$ cat config.mk
export PLATFORM = sky130hd
export DESIGN_NAME = bridge_parity_error_handler
export DESIGN_NICKNAME = d
export VERILOG_FILES = /design/src/hdl/bridge_parity_error_handler.v
export VERILOG_INCLUDE_DIRS = /design/src /design/src/include
export SDC_FILE = /design/constraint.sdc
export NUM_CORES = 1
export LEC_CHECK = 0
export BUFFER_PORTS_ARGS = -buffer_cell sky130_fd_sc_hd__clkbuf_2
export CELL_PAD_IN_SITES_DETAIL_PLACEMENT = 0
export CELL_PAD_IN_SITES_GLOBAL_PLACEMENT = 1
export CORE_ASPECT_RATIO = 1.1
export CORE_MARGIN = 3
export CORE_UTILIZATION = 37
export DETAILED_ROUTE_END_ITERATION = 16
export PLACE_DENSITY = 0.84
export SYNTH_ARGS = -nofsm -noshare
export SYNTH_HDL_FRONTEND = slang
export SYNTH_SLANG_ARGS = --single-unit
$ cat constraint.sdc
create_clock -name pclk -period 1.85 [get_ports pclk]
set_clock_uncertainty 0.15 [all_clocks]
set_input_delay 0.0925 -clock pclk [delete_from_list [all_inputs] [get_ports pclk]]
set_output_delay 0.0925 -clock pclk [all_outputs]
set_load 0.05 [all_outputs]
$ cat src/include/bridge_parity_regs.vh
// register map, field positions and timing counts of the bridge parity error handler
//
// Operation
// RL1: check address parity of every address phase on both buses, any command.
// RL2: check, generate and forward parity; carry bad parity across unchanged.
// RL3: primary address parity error with parity response set: do not claim.
// RL4: any primary address parity error sets primary detected parity error.
// RL5: primary address error signals system error when serr enable and response set.
// RL6: secondary address parity error with bridge response set: do not claim.
// RL7: any secondary address parity error sets secondary detected parity error.
// RL8: secondary address error signals system error when serr enable and bridge response set.
// RL9: bad parity own config write: ready, write register, assert primary perr.
// RL10: response clear means no perr; detected parity error is set either way.
// RL11: downstream read bad parity asserts secondary perr two cycles later if enabled.
// RL12: downstream read bad parity sets detected; data parity detected only if enabled.
// RL13: read data goes back to the initiator with its bad parity untouched.
// RL14: prefetched bad data never read is discarded without being returned.
// RL15: read parity errors never abort or retry the transaction.
// RL16: upstream read bad parity asserts primary perr two cycles later, sets detected.
// RL17: software must read along the path after posted writes; no hardware flush.
// RL18: upstream read error sets primary data parity detected and forwards bad parity; here data parity detected is set only with response set.
// RL19: parity is even over address/data plus command/byte enable lines.
`ifndef BRIDGE_PARITY_REGS_VH
`define BRIDGE_PARITY_REGS_VH

// register byte offsets
`define BPR_CMD_OFS 8'h00
`define BPR_BCTL_OFS 8'h04
`define BPR_PSTAT_OFS 8'h08
`define BPR_SSTAT_OFS 8'h0C
`define BPR_CFG_OFS 8'h10

// command register fields
`define BPR_CMD_PRESP 0
`define BPR_CMD_SERREN 1
// bridge control fields
`define BPR_BCTL_SRESP 0
// status fields, write one to clear
`define BPR_ST_DPE 0
`define BPR_ST_SSE 1
`define BPR_ST_MDPD 2

// reset values
`define BPR_CMD_RST 2'h0
`define BPR_BCTL_RST 1'h0
`define BPR_CFG_RST 32'h0000_0000

// cycles from data or address phase to the error strobe
`define BPR_ERR_DLY 2

`endif

$ cat src/hdl/bridge_parity_error_handler.v
// parity checking, forwarding and error reporting of a two-interface bus bridge
//
// The APB register port and the register offsets were decided locally.
`timescale 1ns/10ps
`include "bridge_parity_regs.vh"

module bridge_parity_error_handler #(
    parameter DW = 32,
    parameter CW = 4
) (
    // apb clock, reset and register slave
    input wire pclk,
    input wire presetn,
    input wire psel,
    input wire penable,
    input wire pwrite,
    input wire [7:0] paddr,
    input wire [31:0] pwdata,
    output reg [31:0] prdata,
    output wire pready,
    output wire pslverr,
    // primary bus phase inputs from the bus engine
    input wire [DW-1:0] p_ad_i,
    input wire [CW-1:0] p_cbe_i,
    input wire p_par_i,
    input wire p_addr_vld,
    input wire p_claim_req,
    input wire p_cfg_wr_vld,
    input wire p_rd_vld,
    input wire p_rd_take,
    input wire p_rd_flush,
    // primary bus outputs
    output wire p_devsel_n,
    output wire p_trdy_n,
    output wire p_perr_n_o,
    output wire p_perr_oe,
    output wire p_serr_n_o,
    output wire p_serr_oe,
    output wire p_rd_rdy,
    output reg p_rd_ovld,
    output reg [DW-1:0] p_rd_ad_o,
    output reg p_rd_par_o,
    output reg s_fa_vld,
    output reg [DW-1:0] s_fa_ad_o,
    output reg [CW-1:0] s_fa_cbe_o,
    output reg s_fa_par_o,
    // secondary bus phase inputs from the bus engine
    input wire [DW-1:0] s_ad_i,
    input wire [CW-1:0] s_cbe_i,
    input wire s_par_i,
    input wire s_addr_vld,
    input wire s_claim_req,
    input wire s_rd_vld,
    input wire s_rd_take,
    input wire s_rd_flush,
    // secondary bus outputs
    output wire s_devsel_n,
    output wire s_perr_n_o,
    output wire s_perr_oe,
    output wire s_rd_rdy,
    output reg s_rd_ovld,
    output reg [DW-1:0] s_rd_ad_o,
    output reg s_rd_par_o,
    output reg p_fa_vld,
    output reg [DW-1:0] p_fa_ad_o,
    output reg [CW-1:0] p_fa_cbe_o,
    output reg p_fa_par_o
);

    ////////////////////////////////////////////////////////////////////////////
    // parity check
    ////////////////////////////////////////////////////////////////////////////

    // even parity: all lines plus par must xor to zero
    function par_bad;
        input [DW-1:0] ad;
        input [CW-1:0] cbe;
        input par;
        begin
            par_bad = ^{ad, cbe, par}; // see RL19
        end
    endfunction

    reg [1:0] cmd_r;
    reg bctl_r;
    reg [2:0] pstat_r;
    reg [2:0] sstat_r;
    reg [31:0] cfg_r;
    reg p_block_r;
    reg s_block_r;
    reg [`BPR_ERR_DLY-1:0] p_perr_pipe_r;
    reg [`BPR_ERR_DLY-1:0] s_perr_pipe_r;
    reg [`BPR_ERR_DLY-1:0] serr_pipe_r;
    reg dn_vld_r;
    reg [DW-1:0] dn_ad_r;
    reg dn_par_r;
    reg up_vld_r;
    reg [DW-1:0] up_ad_r;
    reg up_par_r;

    wire p_resp = cmd_r[`BPR_CMD_PRESP];
    wire serr_en = cmd_r[`BPR_CMD_SERREN];
    wire s_resp = bctl_r;
    wire p_bad = par_bad(p_ad_i, p_cbe_i, p_par_i);
    wire s_bad = par_bad(s_ad_i, s_cbe_i, s_par_i);

    // error events of this cycle
    wire p_ape = p_addr_vld & p_bad; // see RL1
    wire s_ape = s_addr_vld & s_bad; // see RL1
    wire cfg_dpe = p_cfg_wr_vld & p_bad;
    wire dn_dpe = s_rd_vld & s_bad;
    wire up_dpe = p_rd_vld & p_bad;
    wire sig_serr = serr_en & ((p_ape & p_resp) | (s_ape & s_resp)); // see RL5 see RL8

    ////////////////////////////////////////////////////////////////////////////
    // claim control
    ////////////////////////////////////////////////////////////////////////////

    // remember a blocking address error until the next address phase
    always @(posedge pclk or negedge presetn) begin
        if (!presetn) begin
            p_block_r <= 1'b0;
            s_block_r <= 1'b0;
        end else begin
            if (p_addr_vld) begin
                p_block_r <= p_bad & p_resp; // see RL3
            end
            if (s_addr_vld) begin
                s_block_r <= s_bad & s_resp; // see RL6
            end
        end
    end

    // claim is withheld only when response is on; otherwise decode acts normally
    assign p_devsel_n = ~(p_claim_req & ~p_block_r); // see RL3
    assign s_devsel_n = ~(s_claim_req & ~s_block_r); // see RL6
    // own config writes are always accepted, bad parity or not
    assign p_trdy_n = ~p_cfg_wr_vld; // see RL9

    ////////////////////////////////////////////////////////////////////////////
    // error strobes, two cycles after the phase
    ////////////////////////////////////////////////////////////////////////////

    always @(posedge pclk or negedge presetn) begin
        if (!presetn) begin
            p_perr_pipe_r <= {`BPR_ERR_DLY{1'b0}};
            s_perr_pipe_r <= {`BPR_ERR_DLY{1'b0}};
            serr_pipe_r <= {`BPR_ERR_DLY{1'b0}};
        end else begin
            p_perr_pipe_r <= {p_perr_pipe_r[`BPR_ERR_DLY-2:0], (cfg_dpe | up_dpe) & p_resp}; // see RL9 see RL10 see RL16
            s_perr_pipe_r <= {s_perr_pipe_r[`BPR_ERR_DLY-2:0], dn_dpe & s_resp}; // see RL11
            serr_pipe_r <= {serr_pipe_r[`BPR_ERR_DLY-2:0], sig_serr}; // see RL5 see RL8
        end
    end

    // open-drain style: drive low only while enabled
    assign p_perr_oe = p_perr_pipe_r[`BPR_ERR_DLY-1];
    assign p_perr_n_o = ~p_perr_pipe_r[`BPR_ERR_DLY-1];
    assign s_perr_oe = s_perr_pipe_r[`BPR_ERR_DLY-1];
    assign s_perr_n_o = ~s_perr_pipe_r[`BPR_ERR_DLY-1];
    assign p_serr_oe = serr_pipe_r[`BPR_ERR_DLY-1];
    assign p_serr_n_o = ~serr_pipe_r[`BPR_ERR_DLY-1];

    ////////////////////////////////////////////////////////////////////////////
    // address forwarding with the received parity
    ////////////////////////////////////////////////////////////////////////////

    always @(posedge pclk or negedge presetn) begin
        if (!presetn) begin
            s_fa_vld <= 1'b0;
            s_fa_ad_o <= {DW{1'b0}};
            s_fa_cbe_o <= {CW{1'b0}};
            s_fa_par_o <= 1'b0;
            p_fa_vld <= 1'b0;
            p_fa_ad_o <= {DW{1'b0}};
            p_fa_cbe_o <= {CW{1'b0}};
            p_fa_par_o <= 1'b0;
        end else begin
            // a blocked address is not forwarded; otherwise parity passes unchanged
            s_fa_vld <= p_addr_vld & ~(p_bad & p_resp);
            p_fa_vld <= s_addr_vld & ~(s_bad & s_resp);
            if (p_addr_vld) begin
                s_fa_ad_o <= p_ad_i;
                s_fa_cbe_o <= p_cbe_i;
                s_fa_par_o <= p_par_i; // see RL2
            end
            if (s_addr_vld) begin
                p_fa_ad_o <= s_ad_i;
                p_fa_cbe_o <= s_cbe_i;
                p_fa_par_o <= s_par_i; // see RL2
            end
        end
    end

    ////////////////////////////////////////////////////////////////////////////
    // read data return with the received parity
    ////////////////////////////////////////////////////////////////////////////

    // one word each way; ready ignores parity so errors never stall a read
    assign s_rd_rdy = ~dn_vld_r; // see RL15
    assign p_rd_rdy = ~up_vld_r; // see RL15

    always @(posedge pclk or negedge presetn) begin
        if (!presetn) begin
            dn_vld_r <= 1'b0;
            dn_ad_r <= {DW{1'b0}};
            dn_par_r <= 1'b0;
            p_rd_ovld <= 1'b0;
            p_rd_ad_o <= {DW{1'b0}};
            p_rd_par_o <= 1'b0;
        end else begin
            p_rd_ovld <= 1'b0;
            if (p_rd_flush) begin
                dn_vld_r <= 1'b0; // see RL14
            end else if (p_rd_take && dn_vld_r) begin
                dn_vld_r <= 1'b0;
                p_rd_ovld <= 1'b1;
                p_rd_ad_o <= dn_ad_r;
                p_rd_par_o <= dn_par_r; // see RL13
            end else if (s_rd_vld && !dn_vld_r) begin
                dn_vld_r <= 1'b1;
                dn_ad_r <= s_ad_i;
                dn_par_r <= s_par_i; // see RL2 see RL13
            end
        end
    end

    always @(posedge pclk or negedge presetn) begin
        if (!presetn) begin
            up_vld_r <= 1'b0;
            up_ad_r <= {DW{1'b0}};
            up_par_r <= 1'b0;
            s_rd_ovld <= 1'b0;
            s_rd_ad_o <= {DW{1'b0}};
            s_rd_par_o <= 1'b0;
        end else begin
            s_rd_ovld <= 1'b0;
            if (s_rd_flush) begin
                up_vld_r <= 1'b0; // see RL14
            end else if (s_rd_take && up_vld_r) begin
                up_vld_r <= 1'b0;
                s_rd_ovld <= 1'b1;
                s_rd_ad_o <= up_ad_r;
                s_rd_par_o <= up_par_r; // see RL18
            end else if (p_rd_vld && !up_vld_r) begin
                up_vld_r <= 1'b1;
                up_ad_r <= p_ad_i;
                up_par_r <= p_par_i; // see RL18
            end
        end
    end

    ////////////////////////////////////////////////////////////////////////////
    // apb register file
    ////////////////////////////////////////////////////////////////////////////

    wire acc = psel & penable;
    wire wr = acc & pwrite;
    wire hit = (paddr == `BPR_CMD_OFS) | (paddr == `BPR_BCTL_OFS) | (paddr == `BPR_PSTAT_OFS) |
               (paddr == `BPR_SSTAT_OFS) | (paddr == `BPR_CFG_OFS);

    assign pready = 1'b1;
    assign pslverr = acc & ~hit;

    // status set terms; a set in the clearing cycle wins
    wire [2:0] pst_set = {up_dpe & p_resp, sig_serr, p_ape | cfg_dpe | up_dpe}; // see RL4 see RL10 see RL16 see RL18
    wire [2:0] sst_set = {dn_dpe & s_resp, 1'b0, s_ape | dn_dpe}; // see RL7 see RL12
    wire [2:0] pst_clr = (wr && paddr == `BPR_PSTAT_OFS) ? pwdata[2:0] : 3'h0;
    wire [2:0] sst_clr = (wr && paddr == `BPR_SSTAT_OFS) ? pwdata[2:0] : 3'h0;

    always @(posedge pclk or negedge presetn) begin
        if (!presetn) begin
            cmd_r <= `BPR_CMD_RST;
            bctl_r <= `BPR_BCTL_RST;
            pstat_r <= 3'h0;
            sstat_r <= 3'h0;
            cfg_r <= `BPR_CFG_RST;
        end else begin
            if (wr && paddr == `BPR_CMD_OFS) begin
                cmd_r <= pwdata[1:0];
            end
            if (wr && paddr == `BPR_BCTL_OFS) begin
                bctl_r <= pwdata[0];
            end
            // config data is written even when its parity is bad
            if (p_cfg_wr_vld) begin
                cfg_r <= p_ad_i[31:0]; // see RL9
            end else if (wr && paddr == `BPR_CFG_OFS) begin
                cfg_r <= pwdata;
            end
            pstat_r <= (pstat_r & ~pst_clr) | pst_set;
            sstat_r <= (sstat_r & ~sst_clr) | sst_set;
        end
    end

    // read data captured in the setup cycle so it stands through the access phase; unmapped reads return zero
    always @(posedge pclk or negedge presetn) begin
        if (!presetn) begin
            prdata <= 32'h0000_0000;
        end else if (psel && !penable) begin
            case (paddr)
                `BPR_CMD_OFS: prdata <= {30'h0000_0000, cmd_r};
                `BPR_BCTL_OFS: prdata <= {31'h0000_0000, bctl_r};
                `BPR_PSTAT_OFS: prdata <= {29'h0000_0000, pstat_r};
                `BPR_SSTAT_OFS: prdata <= {29'h0000_0000, sstat_r};
                `BPR_CFG_OFS: prdata <= cfg_r;
                default: prdata <= 32'h0000_0000;
            endcase
        end
    end

endmodule // bridge_parity_error_handler

* Yosys cells after proc, flatten, opt, wreduce, memory -nomap -nowiden
Cells that the tools add are included.
Storage, ports and cells: input port bits 130, output and inout bits 189, logic and storage cells 125, register bits after elaboration 293
Cells by class: bitwise gates (word level) 52, eq/ne operators 4, reduce and logical (&&, ||, !) cells 23, multiplexer cells 15
Operator list (count):
- $pmux W32 S5 | 1
- $reduce_xor A37 Y1 | 2
- $mux W32 | 2
- $and A1 B1 Y1 | 20
- $not A1 Y1 | 17
- $eq A8 B4 Y1 const B | 2
- $logic_and A1 B1 Y1 | 10
- $mux W1 | 10
- $or A1 B1 Y1 | 9
- $eq A8 B3 Y1 const B | 1
- $eq A8 B5 Y1 const B | 1
- $logic_not A8 Y1 | 1
- $and A3 B3 Y3 | 2
- $mux W3 | 2
- $not A3 Y3 | 2
- $or A3 B3 Y3 | 2
- $reduce_and A3 Y1 | 2
- $reduce_bool A3 Y1 | 2
- $reduce_and A2 Y1 | 2
- $logic_not A1 Y1 | 3
- $reduce_bool A2 Y1 | 1

* Logic depth before layout (Yosys ltp)
Gate-level depths: netlist of run 1.
depth in word-level cells 7, gate-level depth with buffers 7, depth with buffers taken out 6

* Worst setup path after synthesis of run 1
No wires, ideal clock.
path kind reg-to-reg, start register dn_vld_r, end register dn_ad_r[10], path buffers 1, setup time 0.125 ns, cell stages (with the launch flop) 4, setup slack -0.013 ns, required time 1.575 ns, period minus slack after synthesis 1.863 ns, arrival 1.588 ns, cell sequence dfrtp_1 -> nor3_1 -> clkbuf_1 -> mux2_2
Between the ends: word-level cells in the longest chain between the ends 3, elaborated cells between the ends (all ways) 5, those cells by class bitwise (1); reduce/logical (4)
RTL lines:
- start, declared | RTL line bridge_parity_error_handler.v:94 | reg dn_vld_r;
- start signal, assigned | RTL line bridge_parity_error_handler.v:205 | dn_vld_r <= 1'b0;
- start signal, assigned | RTL line bridge_parity_error_handler.v:214 | dn_vld_r <= 1'b0;
- start signal, assigned | RTL line bridge_parity_error_handler.v:216 | dn_vld_r <= 1'b0;
- $logic_not A1 Y1 / $logic_and A1 B1 Y1 (equally long branches) | RTL line bridge_parity_error_handler.v:220, bridge_parity_error_handler.v:215
- $logic_and A1 B1 Y1 / $not A1 Y1 (equally long branches)
- $reduce_and A3 Y1 (no source line) (*)
- end signal, assigned | RTL line bridge_parity_error_handler.v:206 | dn_ad_r <= {DW{1'b0}};
- end signal, assigned | RTL line bridge_parity_error_handler.v:222 | dn_ad_r <= s_ad_i;
- end, declared | RTL line bridge_parity_error_handler.v:95 | reg [DW-1:0] dn_ad_r;
Every way passes the cells marked *; elsewhere a longest branch is shown, timed or not. A chain may end at the register's enable or synchronous reset.

* Worst setup path after layout of run 1
start input port paddr[3], end register cmd_r[0]
Between the ends: word-level cells in the longest chain between the ends 2
RTL lines:
- start, declared | RTL line bridge_parity_error_handler.v:17 | input wire [7:0] paddr,
- $logic_not A8 Y1
- $logic_and A1 B1 Y1 (no source line)
- end signal, assigned | RTL line bridge_parity_error_handler.v:273 | cmd_r <= `BPR_CMD_RST;
- end signal, assigned | RTL line bridge_parity_error_handler.v:280 | cmd_r <= pwdata[1:0];
- end, declared | RTL line bridge_parity_error_handler.v:84 | reg [1:0] cmd_r;
Every way passes these cells.

==> results by group, run 1 <==
Run status
  • Status: completed

Synthesis
  • Cell taking the most area after synthesis: dfrtp_1
  • Yosys warns: 0
  • Distinct cells, synth: 35
  • Syn Area/Cell: 11.8 sq um
  • Synthesized area: 0.0120 sq mm
  • Post-Synthesis Cells: 1,019
  • Top cells by area, synth: dfrtp_1, mux2_2, nand2_1, xnor2_1, mux2i_1
  • Synth top area share: 61.0%
  • Ys flop type: dfrtp_1
  • Flops & latches, synth: 293
  • EDFF count, synth: 0
  • Fraction of registers with async set or reset after synthesis: 100%
  • Mapped Nets: 1,149
  • Sequential share of the synthesized area: 61.0%

Timing
  • Period Utilization, post-route: 96.2%
  • Setup-failing EPs final: 0
  • Setup ws final: 0.0709 ns
  • Final hold vios: 0
  • RSZ-0062 raised after global routing: false
  • Hold WS: 0.0201 ns
  • Achievable Freq: 562 MHz
  • Pins Over Slew Limit: 0
  • Tmin final: 1.78 ns
  • Fin Setup TNS: 0 ns

CTS
  • Reg clk slew, reported paths: 0.06 ns
  • Sink Count: 293
  • Worst-Skew Late Latency: 0.55 ns
  • TritonCTS clock tree: yes
  • CTS root buf: clkbuf_16
  • Number of CTS-inserted buffers: 31
  • Longest Clk Path Bufs: 3
  • Max H-tree Level: 1

Die
  • Die width: 178 um
  • Die area: 0.0347 sq mm
  • FP Rows: 68
  • Core ar.: 0.0317 sq mm
  • I/O Pins: 319
  • Initial Util: 37.9%
  • Die height: 195 um

Critical path
  • Critical path required time: 2.14 ns
  • Arrival @ worst endpoint: 2.07 ns
  • Reg2reg end: p_rd_ad_o[28]
  • R2r startpoint: dn_vld_r
  • Reg2Reg Setup Slack: 0.18 ns
  • Max FO, Critical Path: 4
  • Crit start category: input port
  • Worst r2r path cells: 5
  • Critical path class: in2reg
  • CP Capture Type: flop
  • CP Launch Point: paddr[3]

Cells and area
  • Post-route cell area: 0.0174 sq mm
  • N_diodes: 0
  • Share of cells above drive strength 1: 38.1%
  • Util after Layout: 54.8%
  • Area growth from synthesis to layout: 44.7%
  • Final Non-Filler Cells: 2,014
  • Final net count: 1,702

Worst hold path
  • WHS Endpoint: prdata[0]
  • Hold path start: penable
  • Hold depth: 5
  • HP Class: in2reg

Global route
  • Gr ovfl total: 0
  • Vias in the first global route: 10,178
  • Largest net degree at the start of global routing: 65
  • Initial antenna violation count: 1
  • GRT Total Usage: 20.1%
  • Global-route wire length before repair: 55.5 mm

Power and ir drop
  • Tot Pwr: 19.2 mW
  • Peak supply drop: 0.000895 V
  • Leak: 8.52 nW
  • Pwr Density: 1100 mW/mm^2

Detailed routing
  • Antenna viol nets, final: 0
  • DRC errors left: 0
  • Total Routed Length: 35.5 mm
  • Vias: 9,546
  • Routed len/inst: 17.6 um
  • Iter 0 DRT Violations: 378
  • Drt first pass iters: 4
  • Via density: 4.74

Placement
  • DP Area: 0.0148 sq mm
  • Cells after DPL: 1,795
  • Placer Congestion: 0.782
  • Detailed Place HPWL: 24.0 mm
  • Post-place setup slack: -0.365 ns
  • Port Buffer Count: 317

Job
  • Max Cap Violations: 0
-- metal layers --
metal	GRT usage [%]	share of wire, %	up-vias	wire length [um]
met5	0	0.031	-	11
met4	4.66	2.1	2	761
met3	5.74	8.3	56	2960
met2	35.0	49	326	17300
met1	24.6	41	4685	14400
li1	-	-	4477	-
-- how the worst max path moves through the flow --
stage,end,slack (ns),cells after the start
CTS,pstat_r[1],0.007,7
global route,sstat_r[2],0.02,8
finish,cmd_r[0],0.07,7
floorplan,cfg_r[1],0.05,7
detailed placement,s_fa_vld,-0.36,8
global placement,s_fa_vld,-0.42,8
-- sequential cells by signal (all words and copies together), names as in the netlist, 2 cells and up --
register and count:
cfg_r 32, dn_ad_r 32, p_fa_ad_o 32, p_rd_ad_o 32, prdata 32, s_fa_ad_o 32, s_rd_ad_o 32, up_ad_r 32
p_fa_cbe_o 4, s_fa_cbe_o 4, pstat_r 3, sstat_r 3, cmd_r 2, p_perr_pipe_r 2, s_perr_pipe_r 2, serr_pipe_r 2
-- worst max-delay path, stage by stage --
cell and delay, ns:
dlygate4sd3_1 0.54, clkbuf_2 0.15, nor3_1 0.18, dlygate4sd3_1 0.57, buf_4 0.12, nand3b_1 0.12
mux2_2 0.30
-- synth_stat cells (2+ instances only) --
library cell / count
nand2_1: 307
dfrtp_1: 293
mux2_2: 144
o21ai_0: 65
xnor2_1: 50
clkbuf_1: 48
mux2i_1: 37
inv_1: 10
nor2_1: 9
xnor3_1: 8
xor2_1: 6
nor3_1: 5
a21oi_1: 3
nand2b_1: 3
nand3b_1: 3
o2bb2ai_1: 3
a211oi_1: 2
a221oi_1: 2
and2_1: 2
buf_1: 2
clkinv_1: 2
mux2_4: 2
-- power breakdown --
| part | switching, mW | leakage (nW) | total, mW | internal [mW] |
|---|---|---|---|---|
| Clock | 2.46 | 0.443 | 5.64 | 3.17 |
| Sequential | 0.555 | 3.62 | 7.92 | 7.37 |
| Combinational | 3.66 | 4.46 | 5.59 | 1.94 |
-- cell families (layout without fill, tap and decap cells) --
kind of cell / count (synthesis) / after routing / share of synthesized area [%]
other: 1 / 1 / 0.0312
XOR/XNOR: 64 / 64 / 5.58
multiplexers: 183 / 183 / 16.8
flip-flops: 293 / 293 / 61.0
AO/OA/AOI/OAI: 80 / 80 / 3.65
AND/OR/NAND/NOR: 335 / 335 / 10.9
buffers and inverters: 63 / 638 / 2.00
-- repair_timing --
item | CTS | global route
endpoints found under the hold margin | 530 | 4
resized for setup | 0 | 11
endpoints found under the setup margin | 0 | 10
setup buffers | 0 | 2
hold buffers | 162 | 2
-- layout by cell type, fill, tap and decap left out, types with 2 or more instances in the layout --
| master | synthesis | layout |
|---|---|---|
| clkbuf_8 | 0 | 2 |
| nor2_1 | 9 | 7 |
| o2bb2ai_1 | 3 | 3 |
| mux2_4 | 2 | 2 |
| dlymetal6s4s_1 | 0 | 2 |
| xnor3_1 | 8 | 5 |
| nor3_4 | 0 | 2 |
| xnor3_2 | 0 | 3 |
| and2_1 | 2 | 2 |
| clkbuf_16 | 0 | 31 |
| mux2_2 | 144 | 144 |
| xnor2_1 | 50 | 49 |
| clkinv_2 | 0 | 4 |
| o21ai_0 | 65 | 65 |
| clkbuf_1 | 48 | 15 |
| clkinv_4 | 0 | 2 |
| buf_12 | 0 | 11 |
| dlygate4sd3_1 | 0 | 161 |
| a211oi_1 | 2 | 2 |
| nand2b_4 | 0 | 2 |
| buf_4 | 1 | 82 |
| nor3_1 | 5 | 3 |
| nand2_1 | 307 | 307 |
| clkinv_1 | 2 | 2 |
| inv_1 | 10 | 10 |
| a21oi_1 | 3 | 2 |
| clkbuf_2 | 0 | 314 |
| xor2_1 | 6 | 6 |
| dfrtp_1 | 293 | 293 |
| nand3b_1 | 3 | 3 |
| mux2i_1 | 37 | 37 |
| a221oi_1 | 2 | 2 |
-- cell type report --
type | instances | area [sq um]
Clock inverter | 7 | 46.3
Sequential cell | 293 | 7330
Tap cell | 420 | 526
Inverter | 12 | 45.0
Clock buffer | 48 | 860
Multi-Input combinational cell | 663 | 4530
Timing Repair Buffer | 571 | 4060
Fill cell | 2692 | 14300
Power figures use the tool's default switching activity.
==> run 2, diff against run 1 <==
Settings changed: CORE_MARGIN 3 to default.
==> run 2 against run 1 <==
Critical path depth unchanged. Critical path type unchanged. Global-route usage increased by 1.9 points. Sequential power about the same. Highest routed layer is now met4. Largest cell class unchanged. Register-to-register slack improved by 0.09 ns. Sequential cell count unchanged. Final cell count increased by 1.6%. Total power increased by 4.1%.
==> results by group, run 2 (synthesis gave the netlist of run 1 again) <==
Run status
  • Status: completed (unchanged)

Die
  • Core ar.: 0.0317 sq mm (about the same)
  • FP Rows: 68 (unchanged)
  • Initial Util: 38.0% (was 37.9%)
  • Die area: 0.0332 sq mm (was 0.0347 sq mm)
  • Die width: 174 um (was 178 um)
  • I/O Pins: 319 (unchanged)
  • Die height: 191 um (was 195 um)

Worst hold path
  • HP Class: in2reg (unchanged)

Detailed routing
  • Iter 0 DRT Violations: 368 (was 378)
  • Total Routed Length: 37.7 mm (was 35.5 mm)
  • Antenna viol nets, final: 0 (unchanged)
  • Via density: 4.78 (was 4.74)
  • Drt first pass iters: 4 (unchanged)
  • Vias: 9,784 (was 9,546)
  • Routed len/inst: 18.4 um (was 17.6 um)
  • DRC errors left: 0 (unchanged)

Power and ir drop
  • Register share of total power: 39.6% (was 41.4%)
  • Leak: 8.77 nW (was 8.52 nW)
  • Sw power: 6.87 mW (was 6.68 mW)
  • Power Internal: 13.1 mW (was 12.5 mW)
  • Pwr Density: 1110 mW/mm^2 (was 1100 mW/mm^2)
  • Clock network power share: 31.3% (was 29.4%)
  • Sw frac: 34.4% (was 34.9%)
  • Logic pwr share: 29.0% (was 29.2%)
  • Peak supply drop: 0.000801 V (was 0.000895 V)

Timing
  • Pins Over Slew Limit: 0 (unchanged)
  • Period Utilization, post-route: 99.8% (was 96.2%)
  • RSZ-0062 raised after global routing: true (was false)
  • Fin Setup TNS: 0 ns (unchanged)
  • Achievable Freq: 542 MHz (was 562 MHz)
  • Setup-failing EPs final: 0 (unchanged)
  • Final hold vios: 0 (unchanged)
  • Tmin final: 1.85 ns (was 1.78 ns)

CTS
  • Sink Count: 293 (unchanged)
  • TritonCTS clock tree: yes (unchanged)
  • Max H-tree Level: 1 (unchanged)
  • Reg clk slew, reported paths: 0.06 ns (about the same)
  • CTS root buf: clkbuf_16 (unchanged)
  • Longest Clk Path Bufs: 3 (unchanged)
  • Worst-Skew Late Latency: 0.56 ns (was 0.55 ns)
  • Number of CTS-inserted buffers: 31 (unchanged)

Critical path
  • Critical path required time: 2.14 ns (about the same)
  • Reg2reg end: dn_ad_r[12] (was p_rd_ad_o[28])
  • CP Launch Point: p_ad_i[1] (was paddr[3])
  • Critical path class: in2reg (unchanged)
  • Arrival @ worst endpoint: 2.14 ns (was 2.07 ns)
  • Crit start category: input port (unchanged)
  • Worst r2r path cells: 3 (was 5)
  • R2r startpoint: dn_vld_r (unchanged)
  • CP Capture Type: flop (unchanged)
  • Max FO, Critical Path: 6 (was 4)
  • Reg2Reg Setup Slack: 0.27 ns (was 0.18 ns)
  • CP endpoint: s_fa_vld (was cmd_r[0])

Global route
  • Initial antenna violation count: 0 (was 1)
  • Gr ovfl total: 0 (unchanged)
  • Global-route wire length before repair: 57.4 mm (was 55.5 mm)
  • Largest net degree at the start of global routing: 65 (unchanged)
  • Vias in the first global route: 10,355 (was 10,178)
  • GRT Total Usage: 22.0% (was 20.1%)

Placement
  • Port Buffer Count: 317 (unchanged)
  • Detailed Place HPWL: 23.3 mm (was 24.0 mm)
  • Placer Congestion: 0.825 (was 0.782)

Cells and area
  • Util after Layout: 56.6% (was 54.8%)
  • Most frequent cells in the layout: clkbuf_2, nand2_1, dfrtp_1, dlygate4sd3_1, mux2_2 (unchanged)
  • Share of cells above drive strength 1: 38.3% (was 38.1%)
  • Commonest non-fill, non-tap cell in the layout: clkbuf_2 (unchanged)
  • Area growth from synthesis to layout: 49.1% (was 44.7%)
  • Final net count: 1,731 (was 1,702)

Job
  • Max Cap Violations: 0 (unchanged)
## run 2: timing repair
action,4_1_cts,5_1_grt
hold buffers,191,2
hold endpoints to repair,517,4
buffers inserted,0,9
endpoints found under the setup margin,0,34
gates resized for setup,0,17
## run 2: cell type report
class / count / area, sq um
Antenna cell: 1 / 2.50
Clock buffer: 42 / 857
Clock inverter: 16 / 169
Fill cell: 2623 / 13700
Inverter: 12 / 45.0
Multi-Input combinational cell: 663 / 4550
Sequential cell: 293 / 7330
Tap cell: 420 / 526
Timing Repair Buffer: 600 / 4440
## run 2: how the worst min path moves through the flow
stage	cells past startpoint	endpoint	slack, ns	from
floorplan	0	bctl_r	-0.35	presetn
detailed placement	1	p_fa_ad_o[25]	-0.08	presetn
finish	5	bctl_r	0.02	pwrite
CTS	7	pstat_r[1]	-0.06	paddr[6]
global placement	1	p_fa_ad_o[24]	-0.09	presetn
global route	5	bctl_r	0.009	pwrite
## run 2: critical path, cell delays in order
cell and delay (ns):
dlygate4sd3_1 0.63, xnor2_2 0.17, xnor2_1 0.21, xnor3_2 0.40, nand2b_4 0.15, mux2_4 0.30
and2_1 0.16
## run 2: routing by layer
metal  up-vias  global-route usage [%]  part of all wire (%)
met3        58                    5.19                   7.4
li1       4538                       -                     -
met2       363                    39.1                    50
met5         -                       0                     0
met1      4825                    26.9                    41
met4         0                    5.20                   2.1
## run 2: power groups by stage
| stage | clock network (mW) | logic, mW | registers [mW] |
|---|---|---|---|
| 2_1_floorplan | 0 | 1.54 | 9.95 |
| 6_report | 6.25 | 5.79 | 7.90 |
| 3_3_place_gp | 0 | 5.15 | 7.95 |
| 3_5_place_dp | 0 | 5.21 | 7.99 |
| 4_1_cts | 6.39 | 5.62 | 7.89 |
| 5_1_grt | 6.68 | 6.10 | 8.02 |
## run 2: metrics by stage
step / cell area [sq um] / setup WS (ns) / power (mW) / hold WS (ns) / cells
after floorplan: 12000 / 0.0498 / 11.5 / -0.353 / 1019
after global placement: 14800 / -0.336 / 13.1 / -0.0870 / 1791
after detailed placement: 14800 / -0.325 / 13.2 / -0.0846 / 1791
after CTS: 17700 / 0.00431 / 19.9 / -0.0625 / 2040
after global routing: 17900 / -0.0308 / 20.8 / 0.00926 / 2046
final: 17900 / 0.00457 / 19.9 / 0.0196 / 2047
==> run 3, diff against run 2 <==
Settings changed: PLACE_DENSITY 0.84 to 0.8.
==> run 3 against run 2 <==
Non-clock buffer count shrank 23. Total power is 0.36% lower. Design area decreased by 1.6%. Sequential share of layout area grew 0.68 points. First-iteration DRC count increased by 18%. Clock-buffer cell count is 2 higher. Clock power increased by 2%. Combinational power shrank 3%. Via count shrank 2.8%. Critical path depth grew 1. Final cell count down 1.4%. Critical endpoint unchanged. Highest routed layer unchanged.
==> results by group, run 3 (synthesis gave the netlist of run 1 again) <==
Global route
  • Initial antenna violation count: 0 (unchanged)
  • Met2 Use GR: 36.7% (was 39.1%)
  • Global-route wire length before repair: 55.0 mm (was 57.4 mm)
  • Layer with the highest usage: met2 (unchanged)
  • Vias in the first global route: 10,141 (was 10,355)
  • GRT Total Usage: 21.0% (was 22.0%)
  • Largest net degree at the start of global routing: 65 (unchanged)
  • Global Route met3 Usage: 5.21% (was 5.19%)
  • Gr ovfl total: 0 (unchanged)
  • M1 GR Usage: 25.9% (was 26.9%)

CTS
  • Number of CTS-inserted buffers: 31 (unchanged)
  • CTS root buf: clkbuf_16 (unchanged)
  • Reg clk slew, reported paths: 0.06 ns (about the same)
  • Max H-tree Level: 1 (unchanged)
  • Post-CTS setup buffers: 0 (unchanged)
  • Worst-Skew Late Latency: 0.55 ns (was 0.56 ns)
  • TritonCTS clock tree: yes (unchanged)
  • Longest Clk Path Bufs: 3 (unchanged)
  • Sink Count: 293 (unchanged)

Cells and area
  • Most frequent cells in the layout: clkbuf_2, nand2_1, dfrtp_1, dlygate4sd3_1, mux2_2 (unchanged)
  • Commonest non-fill, non-tap cell in the layout: clkbuf_2 (unchanged)
  • Share of cells above drive strength 1: 38.7% (was 38.3%)
  • N_diodes: 0 (was 1)
  • Post-route cell area: 0.0176 sq mm (was 0.0179 sq mm)
  • Final net count: 1,708 (was 1,731)
  • Area growth from synthesis to layout: 46.7% (was 49.1%)

Critical path
  • Critical path required time: 2.14 ns (about the same)
  • Critical path class: in2reg (unchanged)
  • CP Capture Type: flop (unchanged)
  • Crit start category: input port (unchanged)
  • Delay-heaviest family, CP: XOR/XNOR gates (unchanged)
  • Arrival @ worst endpoint: 2.08 ns (was 2.14 ns)
  • Most frequent CP cell: xnor2_1
  • CP peak stage delay: 0.53 ns (was 0.63 ns)
  • Crit-path slowest cell: dlygate4sd3_1 (unchanged)
  • Buf/Inv on CP: 2 (was 1)
  • Max FO, Critical Path: 6 (unchanged)
  • Critical Path, Cell by Cell: dlygate4sd3_1 > clkbuf_2 > xnor2_1 > xnor2_1 > xnor3_2 > nand2b_4 > mux2_4 > and2_4 (was dlygate4sd3_1 > xnor2_2 > xnor2_1 > xnor3_2 > nand2b_4 > mux2_4 > and2_1)

Detailed routing
  • Iter 0 DRT Violations: 436 (was 368)
  • Via density: 4.71 (was 4.78)
  • DRC errors left: 0 (unchanged)
  • Total Routed Length: 34.8 mm (was 37.7 mm)
  • Antenna viol nets, final: 0 (unchanged)
  • Routed len/inst: 17.2 um (was 18.4 um)
  • Drt first pass iters: 4 (unchanged)
  • Vias: 9,513 (was 9,784)

Placement
  • Detailed Place HPWL: 23.5 mm (was 23.3 mm)
  • Port Buffer Count: 317 (unchanged)
  • Post-place setup slack: -0.308 ns (was -0.325 ns)
  • Placer Congestion: 0.801 (was 0.825)
  • DP Area: 0.0148 sq mm (about the same)

Worst hold path
  • HP Class: in2reg (unchanged)

Timing
  • Pins Over Slew Limit: 0 (unchanged)
  • Period Utilization, post-route: 96.9% (was 99.8%)
  • Tmin final: 1.79 ns (was 1.85 ns)
  • Fin Setup TNS: 0 ns (unchanged)
  • Setup ws final: 0.0576 ns (was 0.00457 ns)
  • Final hold vios: 0 (unchanged)
  • Achievable Freq: 558 MHz (was 542 MHz)
  • Hold WS: 0.0177 ns (was 0.0196 ns)
  • RSZ-0062 raised after global routing: false (was true)
  • Setup-failing EPs final: 0 (unchanged)

Die
  • Die height: 191 um (unchanged)
  • I/O Pins: 319 (unchanged)
  • Die width: 174 um (unchanged)
  • FP Rows: 68 (unchanged)
  • Initial Util: 38.0% (unchanged)
  • Die area: 0.0332 sq mm (unchanged)
  • Core ar.: 0.0317 sq mm (unchanged)

Power and ir drop
  • Peak supply drop: 0.000686 V (was 0.000801 V)
  • Tot Pwr: 19.9 mW (about the same)
  • Pwr Density: 1130 mW/mm^2 (was 1110 mW/mm^2)
  • Leak: 8.68 nW (was 8.77 nW)

Run status
  • Status: completed (unchanged)

Job
  • Max Cap Violations: 0 (unchanged)
==> run 3: what timing repair did <==
action	in CTS	in global routing
resized for setup	0	17
hold buffers	166	6
hold endpoints to repair	529	12
setup endpoints to repair	0	12
==> run 3: final cells by class <==
type,instances,area (sq um)
clock buffers,44,925
clock inverters,10,133
fillers,2681,14000
inverters,12,45.0
multi-input cells,663,4550
flip-flops and latches,293,7330
well taps,420,526
repair buffers,577,4130
==> run 3: worst paths after layout <==
kind                                  start               end  slack (ns)  cells past startpoint
min in group asynchronous           presetn     p_rd_ad_o[18]        0.04                      3
max in group asynchronous           presetn       dn_ad_r[12]        1.18                      3
setup / recovery                  p_ad_i[9]          s_fa_vld        0.06                      8
setup reg to reg                   up_vld_r       up_ad_r[26]        0.25                      3
hold / removal                 p_cfg_wr_vld          cfg_r[2]        0.02                      3
hold reg to reg            s_perr_pipe_r[0]  s_perr_pipe_r[1]        0.20                      0
==> run 3: power breakdown <==
part	internal (mW)	total (mW)	switching [mW]
clock network	3.86	6.38	2.52
logic	1.95	5.60	3.66
registers	7.37	7.89	0.524
==> run 3: per-layer routing <==
| metal | routed length (um) | up-vias |
|---|---|---|
| met5 | 0 | - |
| met1 | 14500 | 4624 |
| li1 | - | 4494 |
| met4 | 799 | 0 |
| met3 | 2650 | 54 |
| met2 | 16800 | 341 |
==> run 3: worst register-to-register path, delay by kind of cell (launching register included) <==
family                 cells  cell delay (ns)
buffers and inverters      1             0.27
multiplexers               1             0.37
AND/OR/NAND/NOR            1             0.23
flip-flops                 1             0.45
==> run 3: per-stage QoR <==
step	instances	utilization (%)
2_1_floorplan	1019	-
3_3_place_gp	1799	46.8
3_5_place_dp	1799	46.8
4_1_cts	2019	55.4
5_1_grt	2019	55.7
6_report	2019	55.7
